===== src/design/dpoa_pkg.sv =====
// Package for the cascaded channel divider phase offset and output alignment block.
// Assumes one system clock that also serves as the channel divider input clock.
package dpoa_pkg;

    // Register addresses on the internal register port
    localparam logic [9:0] ADDR_PORT_CFG = 10'h000;
    localparam logic [9:0] ADDR_CH3_S1_COUNTS = 10'h199;
    localparam logic [9:0] ADDR_CH3_PHASE = 10'h19a;
    localparam logic [9:0] ADDR_CH3_S2_COUNTS = 10'h19b;
    localparam logic [9:0] ADDR_CH3_START_HIGH = 10'h19c;
    localparam logic [9:0] ADDR_CH4_S1_COUNTS = 10'h19e;
    localparam logic [9:0] ADDR_CH4_PHASE = 10'h19f;
    localparam logic [9:0] ADDR_CH4_S2_COUNTS = 10'h1a0;
    localparam logic [9:0] ADDR_CH4_START_HIGH = 10'h1a1;
    localparam logic [9:0] ADDR_ALIGN_DIST = 10'h230;
    localparam logic [9:0] ADDR_UPDATE = 10'h232;

    // Divider register table: four per channel, counts1, phase, counts2, start high
    localparam int NUM_DIV_REGS = 8;
    localparam int REGS_PER_CH = 4;
    localparam int IDX_S1_COUNTS = 0;
    localparam int IDX_PHASE = 1;
    localparam int IDX_S2_COUNTS = 2;
    localparam int IDX_START_HIGH = 3;

    // Field positions
    localparam int SOFT_RESET_BIT = 5;
    localparam int SOFT_RESET_MIRROR_BIT = 2;
    localparam int SOFT_ALIGN_BIT = 0;
    localparam int DIST_PWRDN_BIT = 1;
    localparam int UPDATE_BIT = 0;
    localparam int LOW_COUNT_LSB = 4;
    localparam int HIGH_COUNT_LSB = 0;
    localparam int STAGE2_PHASE_LSB = 4;

    // Values after reset
    localparam logic [7:0] REG_RESET = 8'h00;

    // Release latency from the alignment pin rising edge, in divider input cycles
    localparam int SYNC_STAGES = 2;
    localparam int ALIGN_LATENCY_CYC = 14;
    localparam logic [3:0] RELEASE_CYCLES = 4'(ALIGN_LATENCY_CYC - SYNC_STAGES - 1);

endpackage


===== src/design/dpoa_divider_align.sv =====
// Two channels of cascaded dividers with coarse phase offset and output alignment.
// Assumes all inputs synchronous to sys_clk except alignPin_n, which is resynchronised.
// Exclusion and calibration arrive as plain level inputs.
// Function
// Phase code is start-high bit times 16 plus four phase offset bits.
// Code up to 15 delays the stage by code input-clock periods.
// Code 16 or more delays by code minus 16 plus low count plus one.
// Channel delay is first-stage plus second-stage delay, each in own input periods.
// Alignment holds non-excluded outputs static, then releases them together.
// A low pulse on the alignment pin triggers an alignment on release.
// Setting then clearing soft align, soft reset or distribution power-down aligns.
// Releasing the reset pin or the sleep pin triggers an alignment.
// An alignment is performed as part of power-up.
// Oscillator calibration holds an alignment request until it completes.
// Pin response may vary by one divider input cycle.
// Clocking resumes about fourteen to fifteen cycles after pin rise, plus one.
// Soft align changes take effect only on an update-registers write.
// Static level and starting phase come from start-high bit and phase offset.
// Both outputs of a pair follow their shared channel divider.
// Excluded channels keep clocking through any alignment.
// Software sets soft reset and mirror bit, then clears both.
// The alignment pin passes through a two-flop synchroniser first.
`timescale 1ns/100ps

module dpoa_divider_align
    import dpoa_pkg::*;
#(
    parameter int NUM_CH = 2
) (
    input wire logic sys_clk,
    input wire logic reset_n,
    input wire logic alignPin_n,
    input wire logic sleep_pin_n,
    input wire logic calBusy,
    input wire logic [NUM_CH-1:0] alignExclude,
    input wire logic regWrEn,
    input wire logic regRdEn,
    input wire logic [9:0] regAddr,
    input wire logic [7:0] regWrData,
    output logic [7:0] regRdData,
    output logic regRdValid,
    output logic [2*NUM_CH-1:0] pairOut,
    output logic alignActive
);

    // Two cascaded stages per channel, first stage at even index
    localparam int NUM_STAGES = 2 * NUM_CH;

    typedef struct packed {
        // Register copies; shadow until an update write, except port config which is live at once
        logic [7:0] portCfg;
        logic [NUM_DIV_REGS-1:0][7:0] shadowRegs;
        logic [NUM_DIV_REGS-1:0][7:0] liveRegs;
        logic [7:0] alignShadow;
        logic [7:0] alignLive;

        // Pin synchroniser, metastable flop first
        logic pinMeta;
        logic pinSafe;

        // Alignment hold and release timing
        logic alignActive;
        logic [3:0] releaseCnt;

        // Per-stage divider state
        logic [NUM_STAGES-1:0] stageLvl;
        logic [NUM_STAGES-1:0] stageRun;
        logic [NUM_STAGES-1:0][4:0] stageWait;
        logic [NUM_STAGES-1:0][3:0] stageCnt;

        // Registered read answer
        logic [7:0] rdData;
        logic rdValid;
    } dpoa_state_type;

    dpoa_state_type state_r;
    dpoa_state_type state_nxt;

    // Divider table lookup, used by both the write and the read path
    function automatic logic [3:0] div_reg_index(input logic [9:0] addr);
        // Bit 3 marks a hit, bits 2:0 index the table
        case (addr)
            ADDR_CH3_S1_COUNTS: begin
                return 4'h8;
            end
            ADDR_CH3_PHASE: begin
                return 4'h9;
            end
            ADDR_CH3_S2_COUNTS: begin
                return 4'ha;
            end
            ADDR_CH3_START_HIGH: begin
                return 4'hb;
            end
            ADDR_CH4_S1_COUNTS: begin
                return 4'hc;
            end
            ADDR_CH4_PHASE: begin
                return 4'hd;
            end
            ADDR_CH4_S2_COUNTS: begin
                return 4'he;
            end
            ADDR_CH4_START_HIGH: begin
                return 4'hf;
            end
            default: begin
                return 4'h0;
            end
        endcase
    endfunction

    // Stage delay in input periods from its phase code
    function automatic logic [4:0] stage_delay(
        input logic startHigh,
        input logic [3:0] phaseCount,
        input logic [3:0] lowCount
    );
        logic [4:0] code;
        code = {startHigh, phaseCount};
        if (code <= 5'h0f) begin
            // Small codes wait whole input periods only
            return code;
        end else begin
            // Code minus 16 is just the offset field once the 16 weight is set
            return 5'({1'b0, phaseCount} + {1'b0, lowCount} + 5'h01);
        end
    endfunction

    logic softReset;
    logic alignReq;
    logic pinReq;
    logic softAlignReq;
    logic distReq;
    logic sleepReq;
    logic [3:0] wrHit;
    logic [3:0] rdHit;

    assign softReset = state_r.portCfg[SOFT_RESET_BIT] & state_r.portCfg[SOFT_RESET_MIRROR_BIT];
    assign wrHit = div_reg_index(regAddr);
    assign rdHit = div_reg_index(regAddr);

    // Each request source on its own, all active high
    assign pinReq = ~state_r.pinSafe;
    assign softAlignReq = state_r.alignLive[SOFT_ALIGN_BIT];
    assign distReq = state_r.alignLive[DIST_PWRDN_BIT];
    assign sleepReq = ~sleep_pin_n;

    // Every source holds the request; release starts only when all are gone
    assign alignReq = pinReq | softAlignReq | distReq
        | softReset
        | sleepReq
        | calBusy;

    // Next-state logic for registers, alignment control and dividers
    always_comb begin
        // Loop scratch, cleared first so nothing is latched
        int ch;
        int st;
        int base;
        logic en;
        logic [3:0] lowCnt;
        logic [3:0] highCnt;
        logic [3:0] phaseCount;
        logic startHigh;

        ch = 0;
        st = 0;
        base = 0;
        en = 1'b0;
        lowCnt = 4'h0;
        highCnt = 4'h0;
        phaseCount = 4'h0;
        startHigh = 1'b0;
        state_nxt = state_r;
        state_nxt.rdValid = regRdEn;

        // Register writes; soft reset is live at once, no update needed
        if (regWrEn) begin
            case (regAddr)
                ADDR_PORT_CFG: begin
                    // Soft reset and mirror bits live here
                    state_nxt.portCfg = regWrData;
                end
                ADDR_ALIGN_DIST: begin
                    state_nxt.alignShadow = regWrData;
                end
                ADDR_UPDATE: begin
                    // Shadow copies go live together, never one by one
                    if (regWrData[UPDATE_BIT]) begin
                        state_nxt.liveRegs = state_r.shadowRegs;
                        state_nxt.alignLive = state_r.alignShadow;
                    end
                end
                default: begin
                    // Unmapped addresses fall through and are ignored
                    if (wrHit[3]) begin
                        state_nxt.shadowRegs[wrHit[2:0]] = regWrData;
                    end
                end
            endcase
        end

        // Soft reset restores defaults everywhere except its own register
        if (softReset) begin
            state_nxt.shadowRegs = '0;
            state_nxt.liveRegs = '0;
            state_nxt.alignShadow = REG_RESET;
            state_nxt.alignLive = REG_RESET;
        end

        // Reads return shadow contents one cycle later; update reads as zero
        if (regRdEn) begin
            case (regAddr)
                ADDR_PORT_CFG: begin
                    state_nxt.rdData = state_r.portCfg;
                end
                ADDR_ALIGN_DIST: begin
                    state_nxt.rdData = state_r.alignShadow;
                end
                default: begin
                    // Divider table, else unmapped reads zero
                    if (rdHit[3]) begin
                        state_nxt.rdData = state_r.shadowRegs[rdHit[2:0]];
                    end else begin
                        state_nxt.rdData = 8'h00;
                    end
                end
            endcase
        end

        // Two-flop synchroniser on the pin, first flop feeds only the second
        state_nxt.pinMeta = alignPin_n;
        state_nxt.pinSafe = state_r.pinMeta;

        // Release counter: held while requested, fixed latency after
        // A request during release reloads the count from the top
        if (alignReq) begin
            state_nxt.alignActive = 1'b1;
            state_nxt.releaseCnt = RELEASE_CYCLES;
        end else if (state_r.alignActive) begin
            if (state_r.releaseCnt == 4'h0) begin
                state_nxt.alignActive = 1'b0;
            end else begin
                state_nxt.releaseCnt = 4'(state_r.releaseCnt - 4'h1);
            end
        end

        // Stage loop; stage 1 of a channel precedes stage 2 so its edge is seen
        for (int s = 0; s < NUM_STAGES; s++) begin
            ch = s / 2;
            st = s % 2;
            base = ch * REGS_PER_CH;

            // Fetch this stage's counts and phase field from the live copies
            if (st == 0) begin
                lowCnt = state_r.liveRegs[base + IDX_S1_COUNTS][LOW_COUNT_LSB +: 4];
                highCnt = state_r.liveRegs[base + IDX_S1_COUNTS][HIGH_COUNT_LSB +: 4];
                phaseCount = state_r.liveRegs[base + IDX_PHASE][3:0];
                en = 1'b1;
            end else begin
                lowCnt = state_r.liveRegs[base + IDX_S2_COUNTS][LOW_COUNT_LSB +: 4];
                highCnt = state_r.liveRegs[base + IDX_S2_COUNTS][HIGH_COUNT_LSB +: 4];
                phaseCount = state_r.liveRegs[base + IDX_PHASE][STAGE2_PHASE_LSB +: 4];
                // Second stage clocks on the first stage's rising output
                en = state_nxt.stageLvl[s - st] & ~state_r.stageLvl[s - st];
                // A first stage preset high starts running without a visible rise,
                // so its start counts as the edge; otherwise a start-high delay
                // would lose one whole first-stage period
                en = en | (state_nxt.stageRun[s - st] & ~state_r.stageRun[s - st]);
            end
            // Start-high bit per stage: bit 0 first stage, bit 1 second
            startHigh = state_r.liveRegs[base + IDX_START_HIGH][st];

            if (state_r.alignActive && !alignExclude[ch]) begin
                // Static preset level and the delay to apply at release
                state_nxt.stageLvl[s] = startHigh;
                state_nxt.stageRun[s] = 1'b0;
                state_nxt.stageWait[s] = stage_delay(startHigh, phaseCount, lowCnt);
                state_nxt.stageCnt[s] = 4'h0;
            end else if (en) begin
                // Running stage: wait out its delay, then alternate high and low
                if (!state_r.stageRun[s]) begin
                    if (state_r.stageWait[s] == 5'h00) begin
                        state_nxt.stageRun[s] = 1'b1;
                        state_nxt.stageLvl[s] = 1'b1;
                        state_nxt.stageCnt[s] = highCnt;
                    end else begin
                        state_nxt.stageWait[s] = 5'(state_r.stageWait[s] - 5'h01);
                    end
                end else if (state_r.stageCnt[s] == 4'h0) begin
                    // High lasts high count plus one, low lasts low count plus one
                    state_nxt.stageLvl[s] = ~state_r.stageLvl[s];
                    state_nxt.stageCnt[s] = state_r.stageLvl[s] ? lowCnt : highCnt;
                end else begin
                    state_nxt.stageCnt[s] = 4'(state_r.stageCnt[s] - 4'h1);
                end
            end
        end
    end

    // State register; reset leaves alignment active so power-up aligns
    always_ff @(posedge sys_clk or negedge reset_n) begin
        if (!reset_n) begin
            // Registers back to their defaults
            state_r.portCfg <= REG_RESET;
            state_r.shadowRegs <= '0;
            state_r.liveRegs <= '0;
            state_r.alignShadow <= REG_RESET;
            state_r.alignLive <= REG_RESET;
            // Synchroniser reads low so the pin request outlasts reset by two cycles
            state_r.pinMeta <= 1'b0;
            state_r.pinSafe <= 1'b0;
            // Alignment already held, so leaving reset releases like a pin edge
            state_r.alignActive <= 1'b1;
            state_r.releaseCnt <= RELEASE_CYCLES;
            // Dividers stopped at a low level; excluded channels start at the first edge, others at the first release
            state_r.stageLvl <= '0;
            state_r.stageRun <= '0;
            state_r.stageWait <= '0;
            state_r.stageCnt <= '0;
            // No read answer pending
            state_r.rdData <= 8'h00;
            state_r.rdValid <= 1'b0;
        end else begin
            // Every field moves on every edge, no enable
            state_r <= state_nxt;
        end
    end

    // Both outputs of a pair come from the second stage of their channel
    // Stage 1 feeds only stage 2, never a pin
    for (genvar c = 0; c < NUM_CH; c++) begin : g_pair
        assign pairOut[2*c] = state_r.stageLvl[2*c+1];
        assign pairOut[2*c+1] = state_r.stageLvl[2*c+1];
    end

    // Read answer straight from its flops
    assign regRdData = state_r.rdData;
    assign regRdValid = state_r.rdValid;

    // Hold flag shown outside, registered so it never glitches
    assign alignActive = state_r.alignActive;

endmodule // dpoa_divider_align


===== config.mk =====
export PLATFORM = sky130hd
export DESIGN_NAME = dpoa_divider_align
export DESIGN_NICKNAME = d
export VERILOG_FILES = /design/src/design/dpoa_pkg.sv /design/src/design/dpoa_divider_align.sv
export SDC_FILE = /design/constraint.sdc
export NUM_CORES = 1
export LEC_CHECK = 0
export BUFFER_PORTS_ARGS = -buffer_cell sky130_fd_sc_hd__buf_2
export CORE_UTILIZATION = 35
export DETAILED_ROUTE_END_ITERATION = 10
export GPL_ROUTABILITY_DRIVEN = 0
export HOLD_SLACK_MARGIN = 0.12
export SETUP_SLACK_MARGIN = 0.3
export SYNTH_ARGS = -nofsm -noshare
export SYNTH_HDL_FRONTEND = slang
export SYNTH_SLANG_ARGS = --single-unit

===== constraint.sdc =====
create_clock -name sys_clk -period 5.3 [get_ports sys_clk]
set_clock_uncertainty 0.2 [all_clocks]
set_input_delay 0.265 -clock sys_clk [delete_from_list [all_inputs] [get_ports sys_clk]]
set_output_delay 0.265 -clock sys_clk [all_outputs]
set_load 0.01 [all_outputs]

==> metrics.txt <==
Yosys Warn Count 0; commonest register cell after synthesis dfrtp_1; peak supply drop 0.000229 V; mux cell area share after synthesis between 6 and 7%; Final period util 55.4%; pin count of the biggest net entering global routing between 100 and 150; post-synthesis simple-gate area fraction 15.8%; Register Area a little under 5000 sq um; Compound-Gate Fraction of Synth Area a little under a fifth; RSZ-0062 raised after global routing no; number of diodes 0; P&R area growth vs syn 11.1%; CP max FO 10; FF-to-FF path depth 8; DRC 0; Crit path required time around 5400 ps; area of the multi-input gates just under 5000 sq um; final-report hold violation count 0; root buffer cell clkbuf_16; status complete, no violations; die area approximately 30,000 sq um; largest family of logic cells by synthesized area compound AO/OA/AOI/OAI gates; core box area between 20,000 and 30,000 sq um; Port Buffers 40; mapped cell area 10,300 sq um; layout cells sized above 1 around a tenth; max-cap violations 0; Critical Setup Path Class flop to flop; post-layout util about two fifths; Clock Pin Slew Worst Setup and Hold Paths approximately 80 ps; CTS resizes 0; Layout fillers around 2,900; clk_lat worst skew around 440 ps; XOR/XNOR Fraction of Synth Area 2.04%; sequential area share after synthesis 47.2%; post-synth top area cell dfrtp_1; FP Rows 62; post-route ant nets 0; Worst Max-Slew Pin Slew about 1400 ps; vias roughly 8,100; Avg Inst Size Synth roughly 9.2 sq um; CP Data Arrival Time around 3100 ps; post-DP HPWL roughly 17,000 microns; first-pass GRT wire length 42,900 microns; CTS tree done; gr usage total about 18%; Critical Path Source Type flop; Post-synth EDFFs 0; ys async rst share 100%; area share of the largest cell type after synthesis between 40% and 50%; final setup fails 0; Clock Sinks slightly below 200; number of library cell types mapped by synthesis 66; register bit total from synthesis 194; P per Cell Area roughly 330 nW/um^2; Leak 5.17 nW; Worst Hold Class flop to flop; total congestion overflow 0; worst hold stages 0; Adder-Cell Fraction of Synth Area under 10%; wire length per cell 16.8 microns; Post-Syn Instances about 1,100; starting density of the core 35.7%; Die W 174 microns; Syn Nets roughly 1,200; die height 174 microns; TritonCTS Buffers 17; # IOs 41; vias in the first global route roughly 8,000; initial antenna violation count 0; Detailed Route WL between 20,000 and 30,000 microns; fin crit period 2940 ps; drt pass-1 iters 5; worst relative slew slack under 10%; top cells by area, synth dfrtp_1 46%, nand2_1 7.2%, a21oi_1 5.7%; drt via density about 5.3; maximum operating frequency ~0.34 GHz; Slew Viols, Final 0; setup_tns 0 ps; CP endpoint kind flop; number of nets in the layout between 1,000 and 1,500; Clock Path Buffers 2; initial DRC count between 600 and 700; CTS H-tree lvls 4
## synth_stat cells (3+ instances only)
cell type,instances
buf_2,6
xnor2_1,21
nand2b_1,5
o31ai_1,7
o221ai_1,12
nand3b_1,4
o21a_1,5
clkbuf_1,56
nor3_1,5
o211ai_1,10
o32ai_1,3
ha_1,32
buf_4,14
a22o_1,21
fa_1,4
o22ai_1,3
a31oi_1,5
nor3b_1,3
a21oi_1,118
a221oi_1,4
o21ai_0,64
nand3_1,19
nor2_1,81
a211oi_1,7
nand2_1,199
or3_1,5
nand4_1,5
a22oi_1,23
nor2b_1,9
buf_1,3
inv_1,42
xor2_1,3
mux2i_1,51
and3_1,3
dfstp_2,4
dfrtp_1,190
a21o_1,9
mux2_2,12
nor4_1,10
## report_power, final
| part | switching [mW] | internal [mW] |
|---|---|---|
| Combinational | 0.432 | 0.291 |
| Sequential | 0.146 | 1.59 |
| Clock | 0.655 | 0.633 |
## worst max-delay path: stages, from the launching register on
cell and delay (ps):
dfrtp_1 410, inv_1 90, ha_1 230, inv_1 80, o41ai_1 840, a21oi_1 220
a21oi_2 390, a21oi_1 120, a311oi_1 260
## state kept, by name, summed over array words and instances, names as in the netlist
| signal | cells |
|---|---|
| regRdValid | 1 |
| alignActive | 1 |
| softAlignReq | 1 |
| pairOut | 2 |
| regRdData | 8 |
| distReq | 1 |
| state_nxt | 1 |
| state_r | 179 |
## routing by layer
metal | part of all wire [%] | wire length [microns] | track usage (%)
met5 | 0 | 0 | 0
met4 | 0.89 | 228 | 4.17
met2 | 44 | 11300 | 27.2
met1 | 51 | 12900 | 26.1
met3 | 4.0 | 1010 | 3.18
## what timing repair did
action                                  CTS  global route
setup buffers                             0             0
endpoints found under the hold margin   176             0
endpoints found under the setup margin    0             0
hold buffers                             15             0
## area by class of cell
type / count / area share (%)
inverter: 42 / 1.38
timing repair buffer: 61 / 3.64
multi-input combinational: 802 / 43.1
tap: 384 / 4.20
sequential: 194 / 42.4
clock buffer: 17 / 3.72
clock inverter: 15 / 1.49
## kinds of logic (layout without fill, tap and decap cells)
group	Yosys count	in the layout
mux	63	63
buf+inv	121	135
simple gates	367	367
flops	194	194
fa+ha+maj	36	36
compound gates	312	312
xor+xnor	24	24
## final timing paths
check / startpoint / end / slack, ps
worst min-delay path: state_nxt[58] / state_r[58] / 160
worst max-delay path: state_r[17] / state_r[43] / 2360
max in group asynchronous: reset_n / alignActive / 3610
worst min register to register: state_nxt[58] / state_r[58] / 160
worst max register to register: state_r[17] / state_r[43] / 2360
min in group asynchronous: reset_n / state_r[12] / 270
## metrics by stage
step                cells  setup slack, ps  cell area (sq um)  power, mW  hold slack (ps)
floorplan            1117             2990              10300       2.29             -231
global placement     1468             2000              10700       2.46              141
detailed placement   1468             2010              10700       2.48              146
CTS                  1515             2420              11500       3.78              166
global route         1515             2130              11500       3.96              176
finish               1515             2360              11500       3.75              163
## placed cells by master, fill, tap and decap left out, types with 12 or more instances in the layout
master,instances
o21ai_0,64
ha_1,32
dfrtp_1,190
a22oi_1,23
nand2_1,199
xnor2_1,21
a21oi_1,118
inv_1,42
nor2_1,81
mux2i_1,51
o221ai_1,12
mux2_2,12
clkbuf_16,17
buf_2,39
dlygate4sd3_1,15
nand3_1,18
a22o_1,21
Power figures use the tool's default switching activity.
